## src/rtl/cbd_pkg.sv

```systemverilog
// Shared constants and types for the processor status bus command decoder
package cbd_pkg;

  // Status line codes, ordered line2,line1,line0
  localparam logic [2:0] STAT_IRQ_ACK = 3'h0;
  localparam logic [2:0] STAT_IO_RD = 3'h1;
  localparam logic [2:0] STAT_IO_WR = 3'h2;
  localparam logic [2:0] STAT_HALT = 3'h3;
  localparam logic [2:0] STAT_CODE_RD = 3'h4;
  localparam logic [2:0] STAT_MEM_RD = 3'h5;
  localparam logic [2:0] STAT_MEM_WR = 3'h6;
  localparam logic [2:0] STAT_PASSIVE = 3'h7;

  // Reset values
  localparam logic CMD_IDLE_LVL = 1'b1;
  localparam logic OE_OFF_LVL = 1'b1;
  localparam logic [5:0] SYNC_RST_VAL = 6'h3c;

  // Bit positions inside the synchroniser word
  localparam int SYNC_STAT_LSB = 3;
  localparam int SYNC_GRANT_BIT = 2;
  localparam int SYNC_QUAL_BIT = 1;
  localparam int SYNC_STRAP_BIT = 0;

  // Bus grant to command enable timing
  localparam int CLK_PERIOD_NS = 20;
  localparam int GRANT_MIN_NS = 110;
  localparam int GRANT_MAX_NS = 250;
  localparam int GRANT_DLY_CYC = (GRANT_MIN_NS + CLK_PERIOD_NS - 1) / CLK_PERIOD_NS;
  localparam int GRANT_MAX_CYC = GRANT_MAX_NS / CLK_PERIOD_NS;
  localparam logic [3:0] GRANT_CNT_LAST = 4'(GRANT_DLY_CYC - 1);

  // Machine cycle sequencer states
  typedef enum logic [3:0] {
    ST_IDLE = 4'h1,
    ST_ALE = 4'h2,
    ST_CMD = 4'h4,
    ST_HOLD = 4'h8
  } cbd_state_t;

endpackage : cbd_pkg

```

## src/rtl/cbd_sync.sv

```systemverilog
// Two flip-flop synchroniser for pin inputs
`timescale 1ns/1ns
`default_nettype none
module cbd_sync #(
  parameter int W = 1,
  parameter logic [W-1:0] RST_VAL = '0
) (
  // Clock and reset
  input wire logic mclk_in,
  input wire logic rst_in,
  // Data
  input wire logic [W-1:0] d_in,
  output logic [W-1:0] q_out
);

  logic [W-1:0] meta_ff;

  // First stage feeds only the second stage
  always_ff @(posedge mclk_in or posedge rst_in) begin
    if (rst_in) begin
      meta_ff <= RST_VAL;
      q_out <= RST_VAL;
    end else begin
      meta_ff <= d_in;
      q_out <= meta_ff;
    end
  end

endmodule : cbd_sync
`default_nettype wire

```

## src/rtl/cbd_top.sv

```systemverilog
// Status decoder, command strobes and transceiver control
// Functional notes
// Status code selects irq ack, io read/write, halt, memory read/write or passive.
// Every command output is active low.
// Early writes assert with read timing, before the normal write.
// Irq ack acts like an io read so the device drives its vector.
// Strap high keeps io and irq ack outputs enabled regardless of grant.
// Strap high: io commands start without wait, using periph enable and direction.
// Strap high: memory commands wait for bus grant low.
// Strap low: no command at all until a delay after grant low.
// Gated commands enable 110 to 250 ns after grant; tristate when grant high.
// Dual output: cascade gate high in system mode, periph enable low in io mode.
// Strap high: periph enable drives the io bus transceiver.
// System mode: cascade gate during irq ack sequences of two cycles.
// Outside logic masks the cascade gate in the first ack cycle.
// Cascade address gated before the second ack cycle, captured by latch strobe.
// With one interrupt controller the cascade gate stays unused outside.
// Latch strobe pulses every machine cycle and also captures status for halt.
// Data enable connects the buses; direction picks transfer direction.
// Direction high for writes, low for reads.
// All commands high while status is passive.
// Qualifier low forces commands and data enables inactive, still driven.
// Status registered; leaving passive starts a new machine cycle.
`timescale 1ns/1ns
`default_nettype none
module cbd_top
  import cbd_pkg::*;
(
  // Clock and reset
  input wire logic mclk_in,
  input wire logic rst_in,
  // Processor status lines
  input wire logic status_line0_in,
  input wire logic status_line1_in,
  input wire logic status_line2_in,
  // Arbitration, qualifier and strap
  input wire logic bus_grant_n_in,
  input wire logic command_qualifier_in,
  input wire logic io_bus_strap_in,
  // Command strobes, active low
  output logic mem_read_cmd_n_out,
  output logic mem_write_cmd_n_out,
  output logic early_mem_write_cmd_n_out,
  output logic io_read_cmd_n_out,
  output logic io_write_cmd_n_out,
  output logic early_io_write_cmd_n_out,
  output logic irq_ack_cmd_n_out,
  // Command output enables, low while driving
  output logic mem_cmd_oe_n_out,
  output logic io_cmd_oe_n_out,
  // Control outputs
  output logic address_latch_out,
  output logic data_xcvr_enable_out,
  output logic data_direction_out,
  output logic dual_function_output_out,
  output logic halt_state_out
);

  logic [5:0] sync_q;
  logic [2:0] stat_s;
  logic grant_n_s;
  logic qual_s;
  logic strap_s;
  cbd_state_t state_ff;
  logic [2:0] cyc_code_ff;
  logic [3:0] grant_cnt_ff;
  logic granted_ff;
  logic is_irq_ack;
  logic is_io_rd;
  logic is_io_wr;
  logic is_mem_rd;
  logic is_mem_wr;
  logic is_write;
  logic io_cycle;
  logic rd_phase;
  logic wr_phase;
  logic mem_ok;
  logic io_ok;
  logic nxt_mem_rd_n;
  logic nxt_mem_wr_n;
  logic nxt_early_mem_wr_n;
  logic nxt_io_rd_n;
  logic nxt_io_wr_n;
  logic nxt_early_io_wr_n;
  logic nxt_irq_ack_n;
  logic nxt_den;
  logic nxt_periph_en_n;
  logic nxt_cascade;

  // Pin inputs pass two flip-flops
  cbd_sync #(
    .W(6),
    .RST_VAL(SYNC_RST_VAL)
  ) u_sync (
    .mclk_in(mclk_in),
    .rst_in(rst_in),
    .d_in({status_line2_in, status_line1_in, status_line0_in,
           bus_grant_n_in, command_qualifier_in, io_bus_strap_in}),
    .q_out(sync_q)
  );

  // Split the synchronised word
  assign stat_s = sync_q[SYNC_STAT_LSB +: 3];
  assign grant_n_s = sync_q[SYNC_GRANT_BIT];
  assign qual_s = sync_q[SYNC_QUAL_BIT];
  assign strap_s = sync_q[SYNC_STRAP_BIT];

  // Machine cycle sequencer
  always_ff @(posedge mclk_in or posedge rst_in) begin
    if (rst_in) begin
      state_ff <= ST_IDLE;
    end else begin
      unique case (state_ff)
        ST_IDLE: begin
          if (stat_s != STAT_PASSIVE) begin
            state_ff <= ST_ALE;
          end
        end
        ST_ALE: begin
          state_ff <= ST_CMD;
        end
        ST_CMD: begin
          state_ff <= (stat_s == STAT_PASSIVE) ? ST_IDLE : ST_HOLD;
        end
        ST_HOLD: begin
          if (stat_s == STAT_PASSIVE) begin
            state_ff <= ST_IDLE;
          end
        end
      endcase
    end
  end

  // Capture status code at cycle start
  always_ff @(posedge mclk_in or posedge rst_in) begin
    if (rst_in) begin
      cyc_code_ff <= STAT_PASSIVE;
    end else if (state_ff == ST_IDLE && stat_s != STAT_PASSIVE) begin
      cyc_code_ff <= stat_s;
    end
  end

  // Grant delay counter, drop at once on release
  always_ff @(posedge mclk_in or posedge rst_in) begin
    if (rst_in) begin
      grant_cnt_ff <= 4'h0;
      granted_ff <= 1'b0;
    end else if (grant_n_s) begin
      grant_cnt_ff <= 4'h0;
      granted_ff <= 1'b0;
    end else if (grant_cnt_ff == GRANT_CNT_LAST) begin
      granted_ff <= 1'b1;
    end else begin
      grant_cnt_ff <= grant_cnt_ff + 4'h1;
    end
  end

  // Decode the captured status code
  assign is_irq_ack = (cyc_code_ff == STAT_IRQ_ACK);
  assign is_io_rd = (cyc_code_ff == STAT_IO_RD);
  assign is_io_wr = (cyc_code_ff == STAT_IO_WR);
  assign is_mem_rd = (cyc_code_ff == STAT_MEM_RD) || (cyc_code_ff == STAT_CODE_RD);
  assign is_mem_wr = (cyc_code_ff == STAT_MEM_WR);
  assign is_write = is_io_wr || is_mem_wr;
  // Irq ack counts as an io read cycle
  assign io_cycle = is_io_rd || is_io_wr || is_irq_ack;

  // Read-timed phase precedes the normal write phase
  assign rd_phase = (state_ff == ST_CMD) || (state_ff == ST_HOLD);
  assign wr_phase = (state_ff == ST_HOLD);

  // Memory always waits for grant
  assign mem_ok = granted_ff && qual_s;
  // Io bypasses grant when strapped high
  assign io_ok = (strap_s || granted_ff) && qual_s;

  // Active low strobes, high when idle or unqualified
  always_comb begin
    nxt_mem_rd_n = !(rd_phase && is_mem_rd && mem_ok);
    nxt_early_mem_wr_n = !(rd_phase && is_mem_wr && mem_ok);
    nxt_mem_wr_n = !(wr_phase && is_mem_wr && mem_ok);
    nxt_io_rd_n = !(rd_phase && is_io_rd && io_ok);
    nxt_early_io_wr_n = !(rd_phase && is_io_wr && io_ok);
    nxt_io_wr_n = !(wr_phase && is_io_wr && io_ok);
    nxt_irq_ack_n = !(rd_phase && is_irq_ack && io_ok);
  end

  // Command strobe registers
  always_ff @(posedge mclk_in or posedge rst_in) begin
    if (rst_in) begin
      mem_read_cmd_n_out <= CMD_IDLE_LVL;
      early_mem_write_cmd_n_out <= CMD_IDLE_LVL;
      mem_write_cmd_n_out <= CMD_IDLE_LVL;
      io_read_cmd_n_out <= CMD_IDLE_LVL;
      early_io_write_cmd_n_out <= CMD_IDLE_LVL;
      io_write_cmd_n_out <= CMD_IDLE_LVL;
      irq_ack_cmd_n_out <= CMD_IDLE_LVL;
    end else begin
      mem_read_cmd_n_out <= nxt_mem_rd_n;
      early_mem_write_cmd_n_out <= nxt_early_mem_wr_n;
      mem_write_cmd_n_out <= nxt_mem_wr_n;
      io_read_cmd_n_out <= nxt_io_rd_n;
      early_io_write_cmd_n_out <= nxt_early_io_wr_n;
      io_write_cmd_n_out <= nxt_io_wr_n;
      irq_ack_cmd_n_out <= nxt_irq_ack_n;
    end
  end

  // Output enables follow grant, io group kept on by strap
  always_ff @(posedge mclk_in or posedge rst_in) begin
    if (rst_in) begin
      mem_cmd_oe_n_out <= OE_OFF_LVL;
      io_cmd_oe_n_out <= OE_OFF_LVL;
    end else begin
      mem_cmd_oe_n_out <= !granted_ff;
      io_cmd_oe_n_out <= !(strap_s || granted_ff);
    end
  end

  // Latch strobe once per machine cycle
  always_ff @(posedge mclk_in or posedge rst_in) begin
    if (rst_in) begin
      address_latch_out <= 1'b0;
    end else begin
      address_latch_out <= (state_ff == ST_ALE);
    end
  end

  // Halt decoded from status captured at the strobe
  always_ff @(posedge mclk_in or posedge rst_in) begin
    if (rst_in) begin
      halt_state_out <= 1'b0;
    end else if (state_ff == ST_ALE) begin
      halt_state_out <= (cyc_code_ff == STAT_HALT);
    end
  end

  // Transceiver enables and cascade gate
  always_comb begin
    nxt_den = rd_phase && qual_s && granted_ff && (is_write || is_mem_rd || io_cycle) &&
              !(strap_s && io_cycle);
    nxt_periph_en_n = !(rd_phase && qual_s && strap_s && io_cycle);
    nxt_cascade = !strap_s && is_irq_ack && (state_ff == ST_ALE);
  end

  // System data transceiver enable
  always_ff @(posedge mclk_in or posedge rst_in) begin
    if (rst_in) begin
      data_xcvr_enable_out <= 1'b0;
    end else begin
      data_xcvr_enable_out <= nxt_den;
    end
  end

  // Direction high on writes through the whole cycle
  always_ff @(posedge mclk_in or posedge rst_in) begin
    if (rst_in) begin
      data_direction_out <= 1'b0;
    end else begin
      data_direction_out <= (state_ff != ST_IDLE) && is_write;
    end
  end

  // Dual output selected by strap
  always_ff @(posedge mclk_in or posedge rst_in) begin
    if (rst_in) begin
      dual_function_output_out <= 1'b0;
    end else begin
      dual_function_output_out <= strap_s ? nxt_periph_en_n : nxt_cascade;
    end
  end
endmodule : cbd_top
`default_nettype wire

```

## config.mk

```make
export PLATFORM = sky130hd
export DESIGN_NAME = cbd_top
export DESIGN_NICKNAME = d
export VERILOG_FILES = /design/src/rtl/cbd_pkg.sv /design/src/rtl/cbd_sync.sv /design/src/rtl/cbd_top.sv
export SDC_FILE = /design/constraint.sdc
export NUM_CORES = 1
export LEC_CHECK = 0
export ABC_AREA = 1
export BUFFER_PORTS_ARGS = -buffer_cell sky130_fd_sc_hd__buf_2
export CAP_MARGIN = 20
export CORE_MARGIN = 3
export CORE_UTILIZATION = 35
export DETAILED_ROUTE_END_ITERATION = 16
export SYNTH_ARGS = -nofsm -noshare
export SYNTH_HDL_FRONTEND = slang
export SYNTH_SLANG_ARGS = --single-unit
export TNS_END_PERCENT = 1
```

## constraint.sdc

```tcl
create_clock -name mclk_in -period 1.6 [get_ports mclk_in]
set_clock_uncertainty 0.05 [all_clocks]
set_input_delay 0.16 -clock mclk_in [delete_from_list [all_inputs] [get_ports mclk_in]]
set_output_delay 0.16 -clock mclk_in [all_outputs]
set_load 0.02 [all_outputs]
```

# Yosys cells after proc, flatten, opt, wreduce, memory -nomap -nowiden

Index checks and enable logic that the tools add are counted.

Bits in registers: 38
Bits in latches: 0
Memory bits (writable): 0
Bits in read-only memories: 0
Input port bits: 8
Output and inout bits: 14
Word-level logic and storage cells: 97
Memories kept: 0

Add/sub/neg operators: 1
Multipliers: 0
Divide/modulo/power cells: 0
Order comparisons: 0
Equal/unequal tests: 17
Shift operators: 0
Mux-type cells: 9
Bitwise logic cells: 0
Reductions and logical operators: 50

Operator list:

| kind                                                             | number |
|---|---|
| 1-bit logical AND                                                | 27 |
| 4-bit two-way mux                                                | 5 |
| 4-bit one-hot mux with 4 select lines                            | 1 |
| 3-bit == test (second input constant)                            | 4 |
| 1-bit zero test                                                  | 12 |
| 4-bit by 3-bit == test with 1-bit output (second input constant) | 2 |
| 1-bit logical OR                                                 | 8 |
| 3-bit by 2-bit == test with 1-bit output (second input constant) | 2 |
| 2-bit by 1-bit != test with 1-bit output (second input constant) | 3 |
| 4-bit by 1-bit adder with 4-bit output (second input constant)   | 1 |
| 4-bit by 1-bit == test with 1-bit output (second input constant) | 1 |
| 4-bit by 2-bit == test with 1-bit output (second input constant) | 1 |
| 4-bit == test (second input constant)                            | 1 |
| 4-bit by 1-bit != test with 1-bit output (second input constant) | 1 |
| 3-bit by 1-bit == test with 1-bit output (second input constant) | 1 |
| 3-bit zero test                                                  | 1 |
| 1-bit two-way mux                                                | 3 |
| 3-bit != test (second input constant)                            | 1 |
| 2-bit AND reduction                                              | 1 |
| 2-bit nonzero test                                               | 1 |

# Longest topological paths before layout

Gate-level depths: netlist of run 1.

Depth after elaboration: 7
Mapped depth: 7
Gate-level depth less buffers: 7

# Hierarchy

Synthesis of run 1 repeated with hierarchy kept, for this count alone.

Cell total of the unflattened synthesis: 137
Area total of the unflattened synthesis: 1433.9 µm²

By module, submodules not included:

| module   | times used | cells each | area an instance (µm²) |
|---|---|---|---|
| cbd_top  | 1          | 124        | 1119.8 |
| cbd_sync | 1          | 13         | 314.1 |

# Least setup slack after synthesis of run 1

OpenSTA, ideal clock, no wires.

Path kind: reg-to-reg
Start point: reg state_ff[0]
End point: reg state_ff[1]
Setup time: 0.116 ns
Data arrival time: 0.968 ns
Data required time: 1.434 ns
Slack: 0.466 ns
Cell stages (with the launch flop): 8
Buffers on the path: 0
Period minus slack after synthesis: 1.134 ns
Path through: dfstp_2 > inv_1 > nor2_1 > nand2_2 > nand2_1 > nand2_1 > inv_1 > nor2_2

Longest elaborated chain between the ends: 3
Elaborated cells on any way between the ends: 8
Those cells by class: 6 x eq/ne; 1 x mux; 1 x reduce/logical

Ends and longest elaborated chain:

| item                                                                      | RTL line       | source |
|---|---|---|
| start, declared                                                           | cbd_top.sv:64  | `cbd_state_t state_ff;` |
| start signal, assigned                                                    | cbd_top.sv:123 | `state_ff <= (stat_s == STAT_PASSIVE) ? ST_IDLE : ST_HOLD;` |
| 4-bit by 1-bit == test with 1-bit output or 4-bit == test (tied branches) | cbd_top.sv:113 | `unique case (state_ff)` |
| 2-bit by 1-bit != test with 1-bit output (no source line)                 | n/a            |  |
| 2-bit AND reduction (no source line)                                      | n/a            |  |

Several ways; a longest one is shown, not always the timed one.
A chain may end at the register's enable or synchronous reset.

# Final worst setup path of run 1

Start point: reg grant_cnt_ff[1]
End point: reg grant_cnt_ff[0]

Longest elaborated chain between the ends: 2

Ends and longest elaborated chain:

| item                                                      | RTL line       | source |
|---|---|---|
| start, declared                                           | cbd_top.sv:66  | `logic [3:0] grant_cnt_ff;` |
| start signal, assigned                                    | cbd_top.sv:154 | `grant_cnt_ff <= grant_cnt_ff + 4'h1;` |
| 4-bit by 3-bit == test with 1-bit output                  | cbd_top.sv:151 | `end else if (grant_cnt_ff == GRANT_CNT_LAST) begin` |
| 2-bit by 1-bit != test with 1-bit output (no source line) | n/a            |  |

Every way passes these cells.

==> impl_metrics.yaml, run 1 <==
outcome:
  status: "completed"
synthesis:
  synth_area_um2: 1444
  netlist_instances: 135
  ys_types: 19
  synth_warnings: 0
  syn_avg_cell_area_um2: 10.70
  ys_ff_latch: 38
  synth_nets: 145
  synth-seq-area-share: 0.6768
sta:
  whs_ps: 303.8
  setup-tns-final_ps: 0
  rsz0062_at_grt: "no"
  fin_ws_ps: 340.2
  drv_slew: 0
  hold_violations: 0
  post-route-period-util: 0.7874
  maxSlewHeadroom: 0.7038
  setup_viol: 0
  tightest_slew_ps: 444.3
  max_freq_ghz: 0.7938
  fin_crit_ps: 1260
floorplanning:
  dieHeight_um: 70.23
  io_pins: 22
  die_x_um: 70.23
  core_um2: 3826
  die_area_um2: 4932
  num_rows: 22
  floorplan.initialDensity: 0.3774
grt:
  grt_pass1_vias: 1026
  grt_pass1_wl_um: 4236
  overflow: 0
  grt_use_total: 0.1090
  antenna_found_initial: 0
  grt_max_degree: 39
finish:
  final_util: 0.4686
  final_cell_mix: "21 x dfstp_2, 21 x buf_2, 20 x nand2_1"
  final_nets: 181
  layout-drive-gt1-share: 0.3488
  diodes: 0
  fin_area_um2: 1793
  layout.cells.non_filler: 220
  area_growth_pct: 24.18
worst_setup_path:
  cp-start-kind: "flip-flop"
  timing_worst_setup_path_type: "flip-flop to flip-flop"
  crit_required_ps: 1710
  cp-end-kind: "flip-flop"
  crit_path_max_fanout: 5
  cp.arrival_ps: 1370
detailed_routing:
  ant_nets: 0
  drtPass1Iterations: 4
  via_per_inst: 4.495
  vias: 989
  wl_per_cell_um: 10.76
  drt-total-wl_um: 2367
  drt-initial-drc-count: 46
  drc: 0
clock_tree:
  post_cts_resized: 0
  clock_path_buffers: 2
  cts_sinks: 38
  clk_pin_slew_ps: 70
  htreeDepth: 2
  cts_buffers: 5
  clk_latency_ps: 290
  cts_root_buf: "clkbuf_8"
  tritoncts: "done"
power:
  leakagePower_nw: 0.8442
  p_per_area_nw_per_um2: 1541
  ir_worst_vdd_v: 0.0007874
  totalPowerFinal_mw: 2.764
min_path:
  min_path_type: "flip-flop to flip-flop"
place:
  port-buffer-count: 21
  dpl.hpwl_um: 1742
  dp_slack_ps: 345.0
  placed_cell_area_um2: 1617
  dpl.cell_count: 205
  gp_congestion: 0.8361
run:
  maxCapViolations: 0
timing repair:
action | CTS | global route
buffers inserted | 0 | 0
hold buffers | 7 | 0
hold endpoints to repair | 23 | 0
registers in the layout, indices dropped and copies added (netlist names), 3 cells and up:
| signal | flops |
|---|---|
| cyc_code_ff | 3 |
| state_ff | 4 |
| grant_cnt_ff | 4 |
| u_sync.q_out | 6 |
| u_sync.meta_ff | 6 |
cells in the mapped netlist:
cell	instances	area, um^2
a21oi_1	6	30.03
nor3_1	3	15.01
o21ai_0	2	10.01
o21ai_1	1	5.000
nand2_1	20	75.07
xnor2_1	1	8.760
inv_1	19	71.32
nand4_1	2	12.51
ha_1	2	25.02
nand2_2	5	31.28
dfrtp_1	17	425.4
nor2_1	14	52.55
xor2_1	1	8.760
nand2_4	1	11.26
nor2_4	1	11.26
nand3_1	15	75.07
clkinv_2	1	5.000
dfstp_2	21	551.8
nor2_2	3	18.77
cell type report:
type                            count  area, um^2
Timing Repair Buffer               29       182.7
Inverter                           20       76.32
Fill cell                         362        2033
Multi-Input combinational cell     77       390.4
Clock inverter                      1       30.03
Tap cell                           48       60.06
Clock buffer                        7       76.32
Sequential cell                    38       977.2
power by group:
group          internal (mW)  leakage (nW)  switching, mW
clock                  0.466        0.0524          0.305
sequential              1.17         0.436          0.133
combinational          0.238         0.355          0.451
total                   1.88         0.844          0.888
worst max-delay path, cell delays in order (launching register included):
cell and delay, ps:
dfrtp_1 400, inv_1 60, ha_1 170, nand3_1 120, nand2_1 140, nand3_1 100, o21ai_0 90
worst paths after layout:
| path | cells past startpoint | to | slack [ps] | from |
|---|---|---|---|---|
| setup reg to reg | 6 | grant_cnt_ff[0]$_DFFE_PP0P_ | 340 | grant_cnt_ff[1]$_DFFE_PP0P_ |
| hold reg to reg | 0 | u_sync.q_out[1]$_DFF_PP0_ | 300 | u_sync.meta_ff[1]$_DFF_PP0_ |
| min in group asynchronous | 4 | granted_ff$_DFFE_PP0P_ | 460 | rst_in |
| max in group asynchronous | 4 | mem_write_cmd_n_out$_DFF_PP1_ | 680 | rst_in |
| setup / recovery | 6 | grant_cnt_ff[0]$_DFFE_PP0P_ | 340 | grant_cnt_ff[1]$_DFFE_PP0P_ |
| hold / removal | 0 | u_sync.q_out[1]$_DFF_PP0_ | 300 | u_sync.meta_ff[1]$_DFF_PP0_ |
kinds of logic (layout without fill, tap and decap cells):
logic type      after synthesis  after routing  synth area share
compound gates                9              9           0.03119
flops                        38             38            0.6768
xor+xnor                      2              2           0.01213
simple gates                 64             64            0.2097
fa+ha+maj                     2              2           0.01733
buf+inv                      20             57           0.05286
per-layer routing:
metal	global-route usage	wire length (um)	vias to the layer above	part of all wire
li1	-	-	490	-
met1	0.1177	963	470	0.41
met2	0.1850	1236	25	0.52
met3	0.04317	136	4	0.057
met4	0.05106	29	0	0.012
met5	0	0	-	0
No activity file was read; power rests on OpenSTA's default activity.
==> inputs of run 2 (changes only) <==
==> constraint.sdc (replaced) <==
create_clock -name mclk_in -period 1.2 [get_ports mclk_in]
set_clock_uncertainty 0.05 [all_clocks]
set_input_delay 0.12 -clock mclk_in [delete_from_list [all_inputs] [get_ports mclk_in]]
set_output_delay 0.12 -clock mclk_in [all_outputs]
set_load 0.02 [all_outputs]
==> run 2 against run 1 <==
Net effect: flip-flop and latch count did not move; fmax is 6.1% higher; global-route usage grew 0.45 points; largest power group unchanged; highest routed layer unchanged.
==> impl_metrics.yaml, run 2 (synthesized netlist as in run 1, its figures left out) <==
outcome:
  status: "completed"
power:
  intPower_mw: 2.451
  power_frac_comb: 0.297
  p_clk_frac: 0.237
  switching_share: 0.3396
  leakagePower_nw: 0.8706
  p_seq_frac: 0.467
  p_switching_mw: 1.261
  totalPowerFinal_mw: 3.712
  p_per_area_nw_per_um2: 1987
  ir_worst_vdd_v: 0.001020
finish:
  n_fill_cell: 354
  fin_area_um2: 1868
  multi_input_comb_area_um2: 425.4
  area_growth_pct: 29.38
  final-seq-area_um2: 978.4
  final_cell_mix: "21 x dfstp_2, 21 x buf_2, 17 x inv_1"
  diodes: 0
  layout.cells.non_filler: 225
  layout-drive-gt1-share: 0.4350
  final_nets: 186
  largestRegisters: "u_sync.meta_ff (6), u_sync.q_out (6)"
min_path:
  min_path_type: "flip-flop to flip-flop"
detailed_routing:
  ant_nets: 0
  drt-initial-drc-count: 36
  drt-total-wl_um: 2544
  via_per_inst: 4.578
  wl_per_cell_um: 11.31
  vias: 1030
  drc: 0
  drtPass1Iterations: 4
grt:
  antenna_found_initial: 0
  grt_use_total: 0.1134
  overflow: 0
  grt_pass1_wl_um: 4402
  grt_max_degree: 39
  grt_pass1_vias: 1047
sta:
  hold_violations: 0
  drv_slew: 0
  post-route-period-util: 0.9894
  rsz0062_at_grt: "yes"
  maxSlewHeadroom: 0.8336
  max_freq_ghz: 0.8423
  fin_crit_ps: 1187
  tightest_slew_ps: 247.7
  setup_viol: 0
clock_tree:
  htreeDepth: 2
  tritoncts: "done"
  clk_pin_slew_ps: 70
  cts_buffers: 5
  cts_sinks: 38
  cts_root_buf: "clkbuf_8"
  clk_latency_ps: 290
  clock_path_buffers: 2
worst_setup_path:
  crit_path_max_fanout: 5
  cp.arrival_ps: 1320
  slowest_stage: "dfstp_2"
  cp-start-kind: "flip-flop"
  slowest_delay_ps: 590
  timing_worst_setup_path_type: "flip-flop to flip-flop"
  crit_chain: "inv_2 > nor2_2 > nand2_2 > nand2_2 > nand2_2 > inv_2 > nor2_2"
  crit_top_cell: "nand2_2"
  cp-end-kind: "flip-flop"
  crit_required_ps: 1330
place:
  gp_congestion: 0.8322
  dpl.cell_count: 206
  placed_cell_area_um2: 1637
  port-buffer-count: 21
  dpl.hpwl_um: 1708
floorplanning:
  core_um2: 3826
  die_area_um2: 4932
  num_rows: 22
  die_x_um: 70.23
  dieHeight_um: 70.23
  floorplan.initialDensity: 0.3774
  io_pins: 22
run:
  maxCapViolations: 0
[run 2: path summary, 6_finish.rpt]
check / slack [ps] / endpoint / startpoint / depth (start not counted)
min in group asynchronous: 360 / granted_ff$_DFFE_PP0P_ / rst_in / 4
max in group asynchronous: 480 / mem_write_cmd_n_out$_DFF_PP1_ / rst_in / 4
min: 300 / u_sync.q_out[1]$_DFF_PP0_ / u_sync.meta_ff[1]$_DFF_PP0_ / 0
max reg2reg: 10 / state_ff[1]$_DFFE_PP0P_ / state_ff[0]$_DFFE_PP1P_ / 7
min reg2reg: 300 / u_sync.q_out[1]$_DFF_PP0_ / u_sync.meta_ff[1]$_DFF_PP0_ / 0
max: 10 / state_ff[1]$_DFFE_PP0P_ / state_ff[0]$_DFFE_PP1P_ / 7
[run 2: timing repair]
item,4_1_cts,5_1_grt
endpoints found under the setup margin,3,12
setup buffers,2,2
hold buffers,7,0
hold endpoints to repair,23,0
pin swaps,0,5
gates resized for setup,0,15
[run 2: power groups by stage]
| stage | combinational, mW | clock, mW | sequential, mW |
|---|---|---|---|
| 2_1_floorplan | 0.619 | 0 | 1.82 |
| 3_3_place_gp | 0.940 | 0 | 1.73 |
| 3_5_place_dp | 0.961 | 0 | 1.74 |
| 6_report | 1.10 | 0.878 | 1.73 |
| 4_1_cts | 1.02 | 0.918 | 1.71 |
| 5_1_grt | 1.25 | 0.959 | 1.77 |
[run 2: metal layers]
metal / vias up / share of wire / global-route usage
met5: - / 0 / 0
met4: 0 / 0.029 / 0.07447
met3: 11 / 0.053 / 0.03309
met2: 32 / 0.51 / 0.1902
met1: 481 / 0.41 / 0.1230
li1: 506 / - / -
[run 2: per-stage QoR]
step           hold WS, ps  setup WS (ps)  utilization  TNS, ps
6_report             296.4          12.73       0.4882        0
5_1_grt              310.0         -50.44       0.4882   -241.8
4_1_cts              298.0         -23.84       0.4738   -23.84
3_5_place_dp         131.1         -33.36       0.4277   -59.85
3_3_place_gp         126.8          36.52       0.4277        0
2_1_floorplan        74.48          66.32            -        0
[run 2: area by class of cell]
| type | count | area share |
|---|---|---|
| flip-flops and latches | 38 | 0.5238 |
| multi-input cells | 77 | 0.2277 |
| repair buffers | 34 | 0.1266 |
| clock buffers | 7 | 0.04622 |
| inverters | 20 | 0.04086 |
| well taps | 48 | 0.03215 |
| clock inverters | 1 | 0.002679 |
[run 2: critical path, delay by kind of cell (launching register included)]
family        cells  cell delay [ps]
flops             1              590
buf+inv           2              100
simple gates      5              330
